$ cat src/hw/bcd_pkg.sv
/*
 * Shared constants, types and the request-resolution function for the
 * bi-stable contact driver.
 * Assumes a 50 MHz system clock and a protection-pass strobe supplied by
 * the logic-evaluation engine.
 */
package bcd_pkg;

	// ------------------------------------------------------------------
	// Clock and timing
	// ------------------------------------------------------------------
	localparam int CLK_FREQ_KHZ = 50000;
	// Longest coil energisation before the move is given up
	localparam int COIL_MAX_OPERATE_US = 10000;
	localparam int COIL_MAX_OPERATE_CYCLES =
		COIL_MAX_OPERATE_US * CLK_FREQ_KHZ / 1000;
	// Least settling time of the position sense before the power-up read
	localparam int POSITION_SETTLE_US = 20;
	localparam int POSITION_SETTLE_CYCLES =
		(POSITION_SETTLE_US * CLK_FREQ_KHZ + 999) / 1000;

	// ------------------------------------------------------------------
	// Protection pass bookkeeping
	// ------------------------------------------------------------------
	localparam int PASSES_PER_CYCLE = 8;
	localparam int PASS_INDEX_W = 3;
	localparam logic [PASS_INDEX_W-1:0] PASS_INDEX_RESET = 3'h0;
	localparam logic [PASS_INDEX_W-1:0] PASS_INDEX_LAST = 3'h7;

	// Contact_a and contact_c
	localparam int NUM_CONTACTS_DEFAULT = 2;

	// ------------------------------------------------------------------
	// Types
	// ------------------------------------------------------------------
	typedef struct packed {
		logic closeRequest;
		logic openRequest;
		logic closeDominant;
	} bcd_request_s;

	localparam bcd_request_s REQUEST_IDLE = 3'h0;

	typedef enum logic [1:0] {
		INIT_HOLD,
		INIT_SETTLE,
		INIT_LOAD,
		INIT_RUN
	} bcd_init_e;

	// ------------------------------------------------------------------
	// Position asked for by a request pair; current when none is active
	// ------------------------------------------------------------------
	function automatic logic bcdResolveTarget(
		input bcd_request_s req,
		input logic current
	);
		logic target;
		target = current;
		if (req.closeRequest && req.openRequest) begin
			target = req.closeDominant;
		end else if (req.closeRequest) begin
			target = 1'b1;
		end else if (req.openRequest) begin
			target = 1'b0;
		end
		return target;
	endfunction : bcdResolveTarget

endpackage : bcd_pkg

$ cat src/hw/bcd_contact_driver.sv
/*
 * Top of the bi-stable contact driver: power-up position read, pass
 * sampling of the request operands, one cell per contact, and the
 * contact self-test error with its event and target message.
 * Assumes passStrobe is a one-cycle pulse from the evaluation engine at
 * the start of each protection pass, and cycleStrobe a one-cycle pulse
 * with the first pass of each power-system cycle.
 */
`timescale 1ns/100ps

// Behaviour
// - Contact positions are read from the position sense after reset before any request is acted upon.
// - Each contact's commanded position is compared with its sensed position and a disagreement with no coil drive in progress raises the self-test error.
// - The self-test error drives an error operand, a one-cycle event pulse and a latched target message.
// - A close request drives the close coil and keeps it driven until the contact is closed or MAX_DRIVE_CYCLES run out, even if the request drops.
// - With the contact closed and no open request, further activity on the close request has no effect.
// - An open request drives the open coil and keeps it driven until the contact is open or MAX_DRIVE_CYCLES run out, even if the request drops.
// - With the contact open and no close request, further activity on the open request has no effect.
// - With both requests active, the per-contact dominance setting chooses close or open.
// - Requests are sampled once at the start of each protection pass, eight passes to a power-system cycle.
module bcd_contact_driver
	import bcd_pkg::*;
#(
	parameter int NUM_CONTACTS = NUM_CONTACTS_DEFAULT,
	parameter int MAX_DRIVE_CYCLES = COIL_MAX_OPERATE_CYCLES,
	parameter int SETTLE_CYCLES = POSITION_SETTLE_CYCLES
) (
	input wire logic clk,
	input wire logic srst,
	input wire logic passStrobe,
	input wire logic cycleStrobe,
	input wire logic [NUM_CONTACTS-1:0] closeRequestSelect,
	input wire logic [NUM_CONTACTS-1:0] openRequestSelect,
	input wire logic [NUM_CONTACTS-1:0] conflictPrioritySelect,
	input wire logic [NUM_CONTACTS-1:0] contactPosition,
	input wire logic targetAck,
	output logic [NUM_CONTACTS-1:0] closeCoil,
	output logic [NUM_CONTACTS-1:0] openCoil,
	output logic [NUM_CONTACTS-1:0] commandedClosed,
	output logic positionsLoaded,
	output logic evalPass,
	output logic [PASS_INDEX_W-1:0] passIndex,
	output logic latchErrorOperand,
	output logic latchErrorEvent,
	output logic latchErrorTarget
);

	localparam int SW = $clog2(SETTLE_CYCLES + 1);
	localparam logic [SW-1:0] SETTLE_LAST = SW'(SETTLE_CYCLES - 1);

	bcd_init_e initState;
	bcd_init_e next_initState;
	logic [SW-1:0] settleCount;
	logic loadPosition;
	bcd_request_s sampledRequest [NUM_CONTACTS];
	logic [NUM_CONTACTS-1:0] discrepancy;
	logic anyDiscrepancy;

	// ------------------------------------------------------------------
	// Power-up position read
	// ------------------------------------------------------------------
	// Nothing downstream runs until the positions are loaded, so a
	// contact left closed across a power loss is not driven open.
	always_comb begin
		next_initState = initState;
		case (initState)
			INIT_HOLD: begin
				next_initState = INIT_SETTLE;
			end
			INIT_SETTLE: begin
				if (settleCount == SETTLE_LAST) begin
					next_initState = INIT_LOAD;
				end
			end
			INIT_LOAD: begin
				next_initState = INIT_RUN;
			end
			INIT_RUN: begin
				next_initState = INIT_RUN;
			end
			default: begin
				next_initState = INIT_HOLD;
			end
		endcase
	end

	always_ff @(posedge clk) begin
		if (srst) begin
			initState <= INIT_HOLD;
		end else begin
			initState <= next_initState;
		end
	end

	always_ff @(posedge clk) begin
		if (srst || initState != INIT_SETTLE) begin
			settleCount <= '0;
		end else begin
			settleCount <= settleCount + 1'b1;
		end
	end

	always_ff @(posedge clk) begin
		if (srst) begin
			loadPosition <= 1'b0;
			positionsLoaded <= 1'b0;
		end else begin
			loadPosition <= (next_initState == INIT_LOAD);
			positionsLoaded <= (initState == INIT_LOAD) ||
				positionsLoaded;
		end
	end

	// ------------------------------------------------------------------
	// Pass sampling
	// ------------------------------------------------------------------
	// Requests are frozen at the pass start so every contact sees the
	// same snapshot; changes between passes are not seen until the next.
	always_ff @(posedge clk) begin
		if (srst) begin
			for (int i = 0; i < NUM_CONTACTS; i++) begin
				sampledRequest[i] <= REQUEST_IDLE;
			end
		end else if (passStrobe && positionsLoaded) begin
			for (int i = 0; i < NUM_CONTACTS; i++) begin
				sampledRequest[i] <= '{
					closeRequest: closeRequestSelect[i],
					openRequest: openRequestSelect[i],
					closeDominant: conflictPrioritySelect[i]
				};
			end
		end
	end

	always_ff @(posedge clk) begin
		if (srst) begin
			evalPass <= 1'b0;
		end else begin
			evalPass <= passStrobe & positionsLoaded;
		end
	end

	// Position of the current pass within the power-system cycle
	always_ff @(posedge clk) begin
		if (srst) begin
			passIndex <= PASS_INDEX_RESET;
		end else if (passStrobe && cycleStrobe) begin
			passIndex <= PASS_INDEX_RESET;
		end else if (passStrobe) begin
			if (passIndex == PASS_INDEX_LAST) begin
				passIndex <= PASS_INDEX_RESET;
			end else begin
				passIndex <= passIndex + 1'b1;
			end
		end
	end

	// ------------------------------------------------------------------
	// Contacts
	// ------------------------------------------------------------------
	for (genvar g = 0; g < NUM_CONTACTS; g++) begin : gContact
		bcd_contact_cell #(
			.MAX_DRIVE_CYCLES(MAX_DRIVE_CYCLES)
		) uCell (
			.clk(clk),
			.srst(srst),
			.loadPosition(loadPosition),
			.applyPass(evalPass),
			.request(sampledRequest[g]),
			.position(contactPosition[g]),
			.closeCoil(closeCoil[g]),
			.openCoil(openCoil[g]),
			.commandedClosed(commandedClosed[g]),
			.discrepancy(discrepancy[g])
		);
	end

	// ------------------------------------------------------------------
	// Self-test error reporting
	// ------------------------------------------------------------------
	// No self-test error before the positions are read: the reset-time
	// command would otherwise disagree with a contact left closed.
	assign anyDiscrepancy = positionsLoaded & (|discrepancy);

	always_ff @(posedge clk) begin
		if (srst) begin
			latchErrorOperand <= 1'b0;
			latchErrorEvent <= 1'b0;
		end else begin
			latchErrorOperand <= anyDiscrepancy;
			latchErrorEvent <= anyDiscrepancy & ~latchErrorOperand;
		end
	end

	// Target stays up until acknowledged; a new error wins over the ack
	always_ff @(posedge clk) begin
		if (srst) begin
			latchErrorTarget <= 1'b0;
		end else if (anyDiscrepancy && !latchErrorOperand) begin
			latchErrorTarget <= 1'b1;
		end else if (targetAck) begin
			latchErrorTarget <= 1'b0;
		end
	end

endmodule : bcd_contact_driver

$ cat src/hw/bcd_contact_cell.sv
/*
 * One bi-stable contact: commanded position, sealed-in coil drive,
 * drive timeout and discrepancy flag.
 * Assumes requests are stable outside applyPass and that position is
 * high while the contact is closed.
 */
`timescale 1ns/100ps
module bcd_contact_cell
	import bcd_pkg::*;
#(
	parameter int MAX_DRIVE_CYCLES = COIL_MAX_OPERATE_CYCLES
) (
	input wire logic clk,
	input wire logic srst,
	input wire logic loadPosition,
	input wire logic applyPass,
	input wire bcd_request_s request,
	input wire logic position,
	output logic closeCoil,
	output logic openCoil,
	output logic commandedClosed,
	output logic discrepancy
);

	localparam int CW = $clog2(MAX_DRIVE_CYCLES + 1);
	localparam logic [CW-1:0] COUNT_LAST = CW'(MAX_DRIVE_CYCLES - 1);

	logic moving;
	logic [CW-1:0] driveCount;
	logic next_commanded;
	logic next_moving;
	logic resolved;
	logic requestActive;

	// ------------------------------------------------------------------
	// Next commanded position and drive state
	// ------------------------------------------------------------------
	always_comb begin
		resolved = bcdResolveTarget(request, commandedClosed);
		requestActive = request.closeRequest | request.openRequest;
		next_commanded = commandedClosed;
		next_moving = moving;
		if (loadPosition) begin
			next_commanded = position;
			next_moving = 1'b0;
		end else begin
			if (applyPass) begin
				next_commanded = resolved;
			end
			// A request for the position already held is chatter
			if (applyPass && requestActive && resolved != position) begin
				next_moving = 1'b1;
			end
			if (next_commanded == position) begin
				next_moving = 1'b0;
			end else if (moving && driveCount == COUNT_LAST) begin
				// Give up so a stuck contact cannot burn its coil
				next_moving = 1'b0;
			end
		end
	end

	// ------------------------------------------------------------------
	// Registers
	// ------------------------------------------------------------------
	always_ff @(posedge clk) begin
		if (srst) begin
			commandedClosed <= 1'b0;
			moving <= 1'b0;
		end else begin
			commandedClosed <= next_commanded;
			moving <= next_moving;
		end
	end

	always_ff @(posedge clk) begin
		if (srst || !next_moving || !moving) begin
			driveCount <= '0;
		end else begin
			driveCount <= driveCount + 1'b1;
		end
	end

	// Sealed drive; released on the clock after the target position is sensed
	always_ff @(posedge clk) begin
		if (srst) begin
			closeCoil <= 1'b0;
			openCoil <= 1'b0;
		end else begin
			closeCoil <= next_moving & next_commanded & ~position;
			openCoil <= next_moving & ~next_commanded & position;
		end
	end

	always_ff @(posedge clk) begin
		if (srst || loadPosition) begin
			discrepancy <= 1'b0;
		end else begin
			discrepancy <= ~next_moving & (next_commanded != position);
		end
	end

endmodule : bcd_contact_cell

$ cat config.mk
export PLATFORM = sky130hd
export DESIGN_NAME = bcd_contact_driver
export DESIGN_NICKNAME = d
export VERILOG_FILES = /design/src/hw/bcd_pkg.sv /design/src/hw/bcd_contact_driver.sv /design/src/hw/bcd_contact_cell.sv
export SDC_FILE = /design/constraint.sdc
export NUM_CORES = 1
export LEC_CHECK = 0
export BUFFER_PORTS_ARGS = -buffer_cell sky130_fd_sc_hd__buf_2
export CELL_PAD_IN_SITES_DETAIL_PLACEMENT = 0
export CELL_PAD_IN_SITES_GLOBAL_PLACEMENT = 1
export CORE_AREA = 3 3 96 98
export CTS_BUF_LIST = sky130_fd_sc_hd__clkbuf_16
export DETAILED_ROUTE_END_ITERATION = 6
export DIE_AREA = 0 0 99 101
export GPL_TIMING_DRIVEN = 0
export PLACE_DENSITY_LB_ADDON = 0.25
export SLEW_MARGIN = 20
export SYNTH_ARGS = -nofsm -noshare
export SYNTH_HDL_FRONTEND = slang
export SYNTH_SLANG_ARGS = --single-unit
$ cat constraint.sdc
create_clock -name clk -period 2.35 [get_ports clk]
set_input_delay 0.5875 -clock clk [delete_from_list [all_inputs] [get_ports clk]]
set_output_delay 0.5875 -clock clk [all_outputs]
set_load 0.01 [all_outputs]
After elaboration in Yosys (flattened, before gate mapping)
Memories as Yosys holds them, arrays and structs flattened.
Cells that the tools add are included.
- mux-type cells: 32
- bitwise gates (word level): 24
- reduce and logical (&&, ||, !) cells: 28
- $add $sub $neg: 4
- equal/unequal tests: 15
- operators with widths (kind ; number):
    $add 19x1->19 const B ; 2
    $eq 19x19->1 const B ; 2
    $mux 1 ; 27
    $and 1x1->1 ; 13
    $logic_and 1x1->1 ; 11
    $add 10x1->10 const B ; 1
    $eq 10x10->1 const B ; 1
    $mux 3 ; 3
    $logic_or 1x1->1 ; 7
    $not 1->1 ; 7
    $eq 2x2->1 const B ; 3
    $pmux 2 s3 ; 1
    $reduce_or 2->1 ; 3
    $logic_not 1->1 ; 5
    $ne 1x1->1 ; 4
    $or 1x1->1 ; 4
    $add 3x1->3 const B ; 1
    $eq 3x3->1 const B ; 1
    $eq 1x1->1 ; 2
    $eq 2x1->1 const B ; 1
    $logic_not 2->1 ; 1
    $mux 2 ; 1
    $ne 2x1->1 const B ; 1
    $reduce_bool 2->1 ; 1
- memories kept: 1
- logic and storage cells: 125
- memory bits (writable): 6
- register bits: 69
- memory list (memory ; depth ; bits a word ; read ports ; clocked after memory_dff ; wr ports ; line ; RTL):
    sampledRequest ; 2 ; 3 ; 2 ; 0 ; 2 ; bcd_contact_driver.sv:55 ; bcd_request_s sampledRequest [NUM_CONTACTS];

Longest topological paths before layout
Gate-level depths: netlist of the first run.
- depth in word-level cells: 12
- gate-level depth with buffers: 6

By module
A second synthesis of the first run with hierarchy kept.
- cells, all modules: 346
- area total of the unflattened synthesis: 3324.4 µm²
- by module, submodules not included (module ; instances ; sequential area each (µm²) ; area each (µm²) ; cells an instance):
    bcd_contact_cell ; 2 ; 480.5 ; 1141.1 ; 123
    bcd_contact_driver ; 1 ; 600.6 ; 1042.2 ; 100

Worst setup path before layout of the first run
Ideal clock, no wire load.
- path type: input to register
- start: in srst
- end: reg gContact[0].uCell.driveCount[13]
- setup time: 0.086 ns
- path buffers: 2
- stages on the path: 6
- setup slack: 0.331 ns
- data arrival time: 1.933 ns
- data required time: 2.264 ns
- cell sequence: clkbuf_1 -> or2_1 -> a2111oi_0 -> nor2_1 -> clkbuf_1 -> a211oi_1
- cells in the longest elaborated chain, start to end: 2
- ends and longest elaborated chain (what ; line ; RTL):
    start: declaration ; bcd_contact_driver.sv:29 ; input wire logic srst,
    $logic_or 1x1->1 (2 in series) ; bcd_contact_cell.sv:77 ; if (srst || !next_moving || !moving) begin
    end signal: assignment ; bcd_contact_cell.sv:80 ; driveCount <= driveCount + 1'b1;
    end: declaration ; bcd_contact_cell.sv:29 ; logic [CW-1:0] driveCount;
Every way passes these cells.
A chain may end at the register's enable or synchronous reset.

Final worst setup path of the first run
- start: reg gContact[0].uCell.driveCount[8]
- end: reg gContact[0].uCell.driveCount[16]
- cells in the longest elaborated chain, start to end: 8
- elaborated cells on any way between the ends: 9
- ends and longest elaborated chain (what ; line ; RTL):
    $eq 19x19->1 ; bcd_contact_cell.sv:56 ; end else if (moving && driveCount == COUNT_LAST) begin
    $logic_and 1x1->1 ; bcd_contact_cell.sv:56 ;
    $mux 1 ; bcd_contact_cell.sv:56 ;
    $mux 1 ; bcd_contact_cell.sv:54 ; if (next_commanded == position) begin
    $mux 1 ; bcd_contact_cell.sv:43 ; if (loadPosition) begin
    $logic_not 1->1 ; bcd_contact_cell.sv:77 ;
    $logic_or 1x1->1 (2 in series) ; bcd_contact_cell.sv:77 ;
Parallel ways exist; a longest one is shown, timed or not.

==> flow_summary.yaml, run 1 <==
detailed_routing:
  route.antenna.remaining_nets: 0
  totalWireLength_um: 6841
  wl_per_cell_um: 13.49
  vias: 2654
  drc_errors: 0
  vias_per_cell: 5.235
  drt_iter0_drc: 129
  first_pass_iters: 4
hold_path:
  hp-start: "latchErrorOperand"
  hold_end: "latchErrorEvent"
  hold_path.class: "reg2reg"
  min_path_cells: 1
pwr:
  peakVddDrop_uv: 384.6
  power_density_nw_per_um2: 718.6
  p_leak_nw: 1.320
floorplan:
  core_um2: 8551
  dieWidth_um: 99
  io_pins: 27
  rows: 34
  die_area_um2: 9999
  start_util_pct: 38.91
  die_h_um: 101
layout:
  nNetsFinal: 412
  syn_to_final_growth_pct: 18.09
  mostFrequentLayoutCells: "dfxtp_1, nor3_1, buf_2"
  layout_commonest_cell: "dfxtp_1"
  n_antenna_cell: 0
  drive_gt1_share_pct: 15.29
  fin_area_um2: 3929
  instances_no_fill: 507
sta:
  max_slew_margin_pct: 58.22
  hold_viol_final: 0
  post-route-period-util_pct: 86.54
  period_needed_ps: 2034
  setup_viol: 0
  clock.fmax_mhz: 491.7
  rsz0062_at_grt: "false"
  maxSlewViolCount: 0
  tightestPinTransition_ps: 624.8
  timing.hold.ws_ps: 428.4
  skew_ps: 9.634
clock_tree:
  cts_max_level: 3
  cts_sinks: 75
  clkSlewWorstSetupHoldPaths_ps: 60
  tritoncts: "built"
  clockBufferDepth: 2
  holdBufCountCts: 0
  cts_buffers: 9
  clk_latency_ps: 330
  cts-root-buf: "clkbuf_16"
logic_synthesis:
  syn_area_um2: 3327
  synth_area_leaders: "dfxtp_1, edfxtp_1, nor3_1"
  synth-seq-cells: 75
  synth_area_per_cell_um2: 9.372
  syn_nets: 373
  yosysTopAreaCellShare_pct: 41.52
  yosysWarnings: 0
  synth_cells: 355
  synth-edff-count: 6
  async_flop_share_pct: 0
  yosys.area.top_type: "dfxtp_1"
  synth-main-ff-cell: "dfxtp_1"
  seq_area_frac_synth_pct: 46.93
  synth.distinct_cells: 52
setup_path:
  r2r_slack_ps: 320
  r2r-start: "gContact[0].uCell.driveCount[8]"
  startpoint_type: "flop"
  cp.arrival_ps: 2220
  cp.required_ps: 2540
  r2r_cells: 5
  path_class: "reg2reg"
  critPathMaxFanout: 10
  rr_endpoint: "gContact[0].uCell.driveCount[16]"
  worstSetupEndpointType: "flop"
global_routing:
  grt_pass1_vias: 2520
  grt_pass1_wl_um: 11670
  gr-total-overflow: 0
  track_usage_pct: 14.45
  grt_max_degree: 14
  antenna_found_initial: 0
flow_run:
  cap_violations: 0
placed_design:
  hpwl_um: 4816
  port-buffer-count: 25
  placed_area_um2: 3587
  gp_congestion: 0.7919
  placed_cells: 488
status:
  status: "finished clean"
[routing by layer]
layer | track usage (%) | part of all wire, % | vias up
li1 | - | - | 1369
met1 | 18.29 | 48 | 1246
met2 | 22.99 | 47 | 32
met3 | 4.291 | 3.1 | 7
met4 | 6.092 | 1.6 | 0
met5 | 0 | 0 | -
[power breakdown]
part	switching, mW	internal [mW]
clock	0.542	0.925
combinational	0.0318	0.0206
sequential	0.00654	1.30
[cells in the mapped netlist, drive strengths merged (3+ instances only)]
master,count
a211oi,15
a21boi,5
a21oi,9
and2,10
and3,5
and4,3
buf,10
clkbuf,8
dfxtp,69
edfxtp,6
ha,5
inv,9
nand2,20
nand2b,4
nand3,17
nand3b,3
nand4,12
nor2,21
nor2b,4
nor3,33
nor4,5
o21ai,11
o31ai,5
or3,9
or4,7
xnor2,13
xor2,15
[state kept, by name (all words and copies together) (netlist names), 2 cells and up]
signal,flops
gContact.uCell.openCoil,2
initState,2
gContact.uCell.discrepancy,2
sampledRequest,6
gContact.uCell.closeCoil,2
settleCount,10
gContact.uCell.commandedClosed,2
gContact.uCell.driveCount,38
passIndex,3
gContact.uCell.moving,2
[through the flow]
step	TNS, ps	util (%)	setup WS, ps	power (mW)
2_1_floorplan	0	-	331.2	1.361
6_report	0	45.95	316.3	2.823
5_1_grt	0	45.95	17.59	2.917
3_5_place_dp	-997.9	41.95	-136.6	1.385
3_3_place_gp	-685.4	41.95	-95.16	1.384
4_1_cts	0	45.67	43.96	2.857
[how the worst max path moves through the flow]
stage / start / to / slack (ps) / cells after the start
after global routing: evalPass / gContact[0].uCell.driveCount[16] / 20 / 6
after floorplan: srst / gContact[0].uCell.driveCount[13] / 330 / 6
after detailed placement: srst / gContact[0].uCell.driveCount[16] / -140 / 6
after global placement: srst / gContact[0].uCell.driveCount[16] / -100 / 6
after CTS: evalPass / gContact[1].uCell.driveCount[9] / 40 / 6
final: gContact[0].uCell.driveCount[8] / gContact[0].uCell.driveCount[16] / 320 / 5
[kinds of logic after synthesis]
group	count (synthesis)	synth area share [%]
fa+ha+maj	5	1.880
buf+inv	27	3.874
xor+xnor	28	7.371
compound gates	55	11.77
mux	1	0.3009
flops	75	46.93
simple gates	164	27.87
[final cells by class]
cell class              instances  area, µm²
clock inverters                 7      92.59
fillers                       830       4622
flip-flops and latches         75       1562
multi-input cells             253       1638
repair buffers                 28      147.6
clock buffers                   9      225.2
well taps                     108      135.1
inverters                       9      33.78
plain buffers                  18      95.09
[critical path, stage by stage (launching register included)]
cell and delay [ps]:
dfxtp_1 440, nor4b_1 320, nand4_1 170, o41ai_2 550, buf_2 340, a211oi_1 70
[timing repair]
action / in CTS / in global routing
setup buffers: 0 / 3
setup endpoints to repair: 0 / 12
gates resized for setup: 0 / 1
(Power assumes the default switching activity.)
==> run 2, diff against run 1 <==
- ABC_AREA: unset -> 1
- CORE_AREA: 3 3 96 98 -> 3 3 100 102
- DIE_AREA: 0 0 99 101 -> 0 0 103 105
==> run 2 against run 1 <==
Against the previous run: highest routed layer unchanged; routed wire length increased by 1.4%; final cell count increased by 25%; register-to-register slack improved by 270 ps; setup slack improved by 270 ps; sequential share of layout area decreased by 2.6 points; design area increased by 6.9%; sequential power about the same; critical path type unchanged; first-iteration DRC count decreased by 60%; utilization decreased by 0.27 points; total power decreased by 4.7%; non-clock buffer count decreased by 12; hold slack improved by 19 ps.
==> flow_summary.yaml, run 2 <==
status:
  status: "finished clean"
logic_synthesis:
  synth.distinct_cells: 34
  yosysWarnings: 0
  synth-edff-count: 6
  async_flop_share_pct: 0
  seq_area_frac_synth_pct: 42.74
  synth_area_leaders: "dfxtp_1, nand2_1, nor2_1"
  synth_cells: 481
  synth-seq-cells: 75
  yosysTopAreaCellShare_pct: 37.81
  syn_area_um2: 3654
  yosys.area.top_type: "dfxtp_1"
  synth_common_cells: "nand2_1, nor2_1, inv_1, dfxtp_1, nand3_1"
  synth-main-ff-cell: "dfxtp_1"
  synth_area_per_cell_um2: 7.596
  syn_nets: 499
  post-synth-top-count-cell: "nand2_1"
detailed_routing:
  vias: 2889
  totalWireLength_um: 6935
  route.antenna.remaining_nets: 0
  first_pass_iters: 4
  vias_per_cell: 4.571
  drt_iter0_drc: 51
  drc_errors: 0
  wl_per_cell_um: 10.97
pwr:
  peakVddDrop_uv: 343.7
  power_density_nw_per_um2: 640.3
  p_leak_nw: 1.580
global_routing:
  track_usage_pct: 14.07
  antenna_found_initial: 0
  met3_usage_pct: 4.606
  grt_pass1_wl_um: 12250
  use_met1_pct: 18.80
  gr-total-overflow: 0
  busiest_layer: "met2"
  grt_pass1_vias: 2754
  grtUsageMet2_pct: 21.40
  grt_max_degree: 13
sta:
  period_needed_ps: 1767
  post-route-period-util_pct: 75.20
  max_slew_margin_pct: 43.34
  final.setup.tns_ps: 0
  setup_viol: 0
  skew_ps: 5.316
  tightestPinTransition_ps: 841.0
  timing.hold.ws_ps: 447.6
  clock.fmax_mhz: 565.9
  hold_viol_final: 0
  maxSlewViolCount: 0
  rsz0062_at_grt: "false"
layout:
  layout_commonest_cell: "nand2_1"
  drive_gt1_share_pct: 15.36
  syn_to_final_growth_pct: 14.97
  final_core_util_pct: 45.67
  reg.largest.list: "gContact.uCell.driveCount x38, settleCount x10, sampledRequest x6"
  top_register: "gContact.uCell.driveCount"
  nNetsFinal: 535
  fillCellCount: 955
  instances_no_fill: 632
  n_antenna_cell: 0
  largest_reg_flops: 38
  mostFrequentLayoutCells: "nand2_1, nor2_1, inv_1"
setup_path:
  r2r_slack_ps: 580
  startpoint_type: "flop"
  path_class: "reg2reg"
  cp.required_ps: 2570
  cp.arrival_ps: 1980
  worstSetupEndpointType: "flop"
  critPathMaxFanout: 10
  cp-endpoint: "gContact[0].uCell.driveCount[0]"
  r2r_cells: 9
  rr_endpoint: "gContact[0].uCell.driveCount[0]"
  r2r-start: "gContact[0].uCell.driveCount[0]"
  cp-startpoint: "gContact[0].uCell.driveCount[0]"
placed_design:
  placed_cells: 617
  port-buffer-count: 25
  gp_congestion: 0.8164
  hpwl_um: 5272
clock_tree:
  cts_buffers: 9
  clockBufferDepth: 2
  cts.repair.resized: 0
  clkSlewWorstSetupHoldPaths_ps: 60
  cts-root-buf: "clkbuf_16"
  clk_latency_ps: 330
  holdBufCountCts: 0
  cts_sinks: 75
  post_cts_buffers: 0
  tritoncts: "built"
  cts_max_level: 3
hold_path:
  hold_path.class: "reg2reg"
  min_path_cells: 1
floorplan:
  core_um2: 9196
  rows: 35
  io_pins: 27
  die_area_um2: 10820
  dieWidth_um: 103
  die_h_um: 105
  start_util_pct: 39.73
flow_run:
  cap_violations: 0
run 2: cell count changes after synthesis, sizes merged, moves of 7 or more:
cell    before  now
nand3       17   39
o21ai       11    4
nand2       20   89
xor2        15   25
and2        10    0
inv          9   75
or4          7    0
or3          9    0
a211oi      15    1
clkbuf       8    0
xnor2       13    5
nor2        21  102
nor3        33   23
run 2: per-stage QoR:
step	power [mW]	worst slack, ps	instance area (µm²)
floorplan	1.367	752.9	3654
global placement	1.390	529.2	3918
detailed placement	1.391	479.4	3918
CTS	2.738	567.9	4200
global route	2.799	380.0	4200
finish	2.689	582.9	4200
run 2: final cells by class:
type | instances | area (µm²) | share of cell area, %
Clock buffer | 9 | 225.2 | 5.362
Clock inverter | 6 | 57.56 | 1.370
Tap cell | 111 | 138.9 | 3.307
Timing Repair Buffer | 25 | 125.1 | 2.979
Inverter | 75 | 281.5 | 6.702
Buffer | 9 | 81.33 | 1.936
Multi-Input combinational cell | 322 | 1729 | 41.17
Sequential cell | 75 | 1562 | 37.18
run 2: worst min-delay path by stage:
stage	startpoint	endpoint
detailed placement	settleCount[0]	settleCount[0]
CTS	settleCount[0]	settleCount[0]
global placement	settleCount[0]	settleCount[0]
global route	targetAck	latchErrorTarget
floorplan	settleCount[0]	settleCount[0]
finish	settleCount[0]	settleCount[0]
run 2: kinds of logic after synthesis:
group,count (synthesis),synth area share (%)
and+or+nand+nor,267,35.00
DFF,75,42.74
adders and majority gates,5,1.712
AOI/OAI and AO/OA,20,3.425
xor gates and xnor gates,30,7.192
buffers and inverters,84,9.931
run 2: worst max-delay path, cell delays in order (launching register included):
cell and delay, ps:
dfxtp_1 430, ha_1 230, nand2_1 100, nor2_2 210
nand3_1 130, nand2_1 70, nand2_1 110, nand3_4 170
buf_6 160, nor2_1 40
run 2: where the power goes:
group / switching [mW] / internal [mW]
registers: 0.00557 / 1.30
logic: 0.0384 / 0.0208
clock network: 0.518 / 0.809
run 2: metal layers:
metal	vias to the layer above	part of all wire (%)
met5	-	0
met1	1288	50
met3	9	3.6
met2	28	45
li1	1564	-
met4	0	1.4
==> run 3, diff against run 2 <==
- clock period: 2.35 -> 1.6 ns (I/O delays scaled with it)
==> run 3 against run 2 <==
Against the previous run: critical path type unchanged; routed wire length is 5.9% higher; sequential share of layout area is 2.1 points lower; largest power group unchanged; total power is 48% higher; highest routed layer unchanged; clock skew hardly changed; utilization is 3.1 points higher; die area stayed put.
==> flow_summary.yaml, run 3 (same netlist as run 2, synthesis figures left out) <==
placed_design:
  hpwl_um: 5272
  port-buffer-count: 25
  placed_area_um2: 3918
  gp_congestion: 0.8164
clock_tree:
  clkSlewWorstSetupHoldPaths_ps: 60
  cts-root-buf: "clkbuf_16"
  clk_latency_ps: 330
  clockBufferDepth: 2
  holdBufCountCts: 0
  cts_max_level: 3
  tritoncts: "built"
  cts_buffers: 9
  cts_sinks: 75
status:
  status: "finished clean"
layout:
  reg.largest.list: "gContact.uCell.driveCount x38, settleCount x10, sampledRequest x6"
  seqCellArea_um2: 1573
  n_antenna_cell: 0
  layout_commonest_cell: "nor2_1"
  final_core_util_pct: 48.75
  fillCellCount: 916
  syn_to_final_growth_pct: 22.71
  largest_reg_flops: 38
  top_register: "gContact.uCell.driveCount"
  multi_input_area_um2: 1867
  nNetsFinal: 545
  drive_gt1_share_pct: 21.47
  fin_area_um2: 4483
  mostFrequentLayoutCells: "nor2_1, nand2_1, inv_1"
floorplan:
  die_h_um: 105
  start_util_pct: 39.73
  dieWidth_um: 103
  io_pins: 27
  core_um2: 9196
  rows: 35
  die_area_um2: 10820
global_routing:
  antenna_found_initial: 0
  busiest_layer: "met2"
  track_usage_pct: 14.39
  met3_usage_pct: 4.606
  grt_pass1_vias: 2799
  grt_pass1_wl_um: 12500
  use_met1_pct: 19.17
  grtUsageMet2_pct: 21.95
  gr-total-overflow: 0
  grt_max_degree: 13
setup_path:
  worstSetupEndpointType: "flop"
  path_buf_inv: 1
  cp_slowest_cell: "edfxtp_1"
  path_class: "reg2reg"
  worstPathCellList: "nand2_2, nand2_2, nand3_2, nand3_4, a21oi_4, nand3_4, bufbuf_16, nor2_4"
  cp_top_family: "simple AND/OR/NAND/NOR gates"
  slowest_delay_ps: 420
  cp.arrival_ps: 1820
  startpoint_type: "flop"
  critPathMaxFanout: 5
  cp.required_ps: 1870
detailed_routing:
  wl_per_cell_um: 11.43
  route.antenna.remaining_nets: 0
  vias_per_cell: 4.612
  drc_errors: 0
  vias: 2961
  first_pass_iters: 4
  drt_iter0_drc: 62
  totalWireLength_um: 7341
sta:
  period_needed_ps: 1549
  tightestPinTransition_ps: 834.1
  clock.fmax_mhz: 645.6
  skew_ps: 4.965
  hold_viol_final: 0
  setup_viol: 0
  rsz0062_at_grt: "true"
  max_slew_margin_pct: 43.81
  maxSlewViolCount: 0
  post-route-period-util_pct: 96.82
pwr:
  peakVddDrop_uv: 397.3
  power_density_nw_per_um2: 885.2
  p_leak_nw: 1.679
hold_path:
  hold_path.class: "in2reg"
flow_run:
  cap_violations: 0
run 3: cell types whose count changed in the layout (fill, tap and decap cells not counted), sizes merged:
cell / change
clkbuf: +1
bufbuf: +1
buf: +8
run 3: metal layers:
metal | part of all wire, % | up-vias
li1 | - | 1587
met1 | 49 | 1338
met2 | 46 | 27
met3 | 3.7 | 9
met4 | 1.2 | 0
met5 | 0 | -
run 3: where the power goes:
part           switching (mW)  internal [mW]
clock network           0.773           1.19
logic                  0.0627         0.0337
registers             0.00877           1.90
total                   0.845           3.12
run 3: path summary, 6_finish.rpt:
path | from | to | slack (ps) | cells past startpoint
setup / recovery | sampledRequest[0][4] | gContact[1].uCell.driveCount[13] | 50 | 8
hold / removal | targetAck | latchErrorTarget | 270 | 2
setup reg to reg | sampledRequest[0][4] | gContact[1].uCell.driveCount[13] | 50 | 8
hold reg to reg | settleCount[0] | settleCount[0] | 450 | 1
run 3: cell type report:
cell class              instances  share of cell area, %
plain buffers                   9                  1.898
clock buffers                   9                  5.024
clock inverters                 6                  1.284
inverters                      75                  6.280
multi-input cells             322                  41.64
flip-flops and latches         75                  35.08
well taps                     111                  3.098
repair buffers                 35                  5.694
run 3: timing repair:
item | 4_1_cts | 5_1_grt
gates resized for setup | 8 | 31
pin swaps | 3 | 7
gates cloned | 1 | 1
buffers inserted | 5 | 3
endpoints found under the hold margin | 0 | 0
endpoints found under the setup margin | 29 | 37
run 3: worst reg2reg max path: stages, from the launching register on:
cell and delay (ps):
edfxtp_1 420, nand2_2 130, nand2_2 70, nand3_2 80, nand3_4 90, a21oi_4 210, nand3_4 130, bufbuf_16 300
nor2_4 60
run 3: metrics by stage:
stage | setup TNS, ps | std cells | hold WS, ps | total power [mW] | worst slack [ps]
6_report | 0 | 642 | 270.0 | 3.968 | 50.94
5_1_grt | -247.7 | 642 | 262.2 | 4.124 | -39.86
4_1_cts | 0 | 638 | 259.4 | 4.023 | 9.793
3_5_place_dp | -3483 | 617 | 437.6 | 2.043 | -168.0
3_3_place_gp | -2536 | 617 | 430.2 | 2.041 | -142.8
2_1_floorplan | 0 | 481 | 417.6 | 2.008 | 75.46
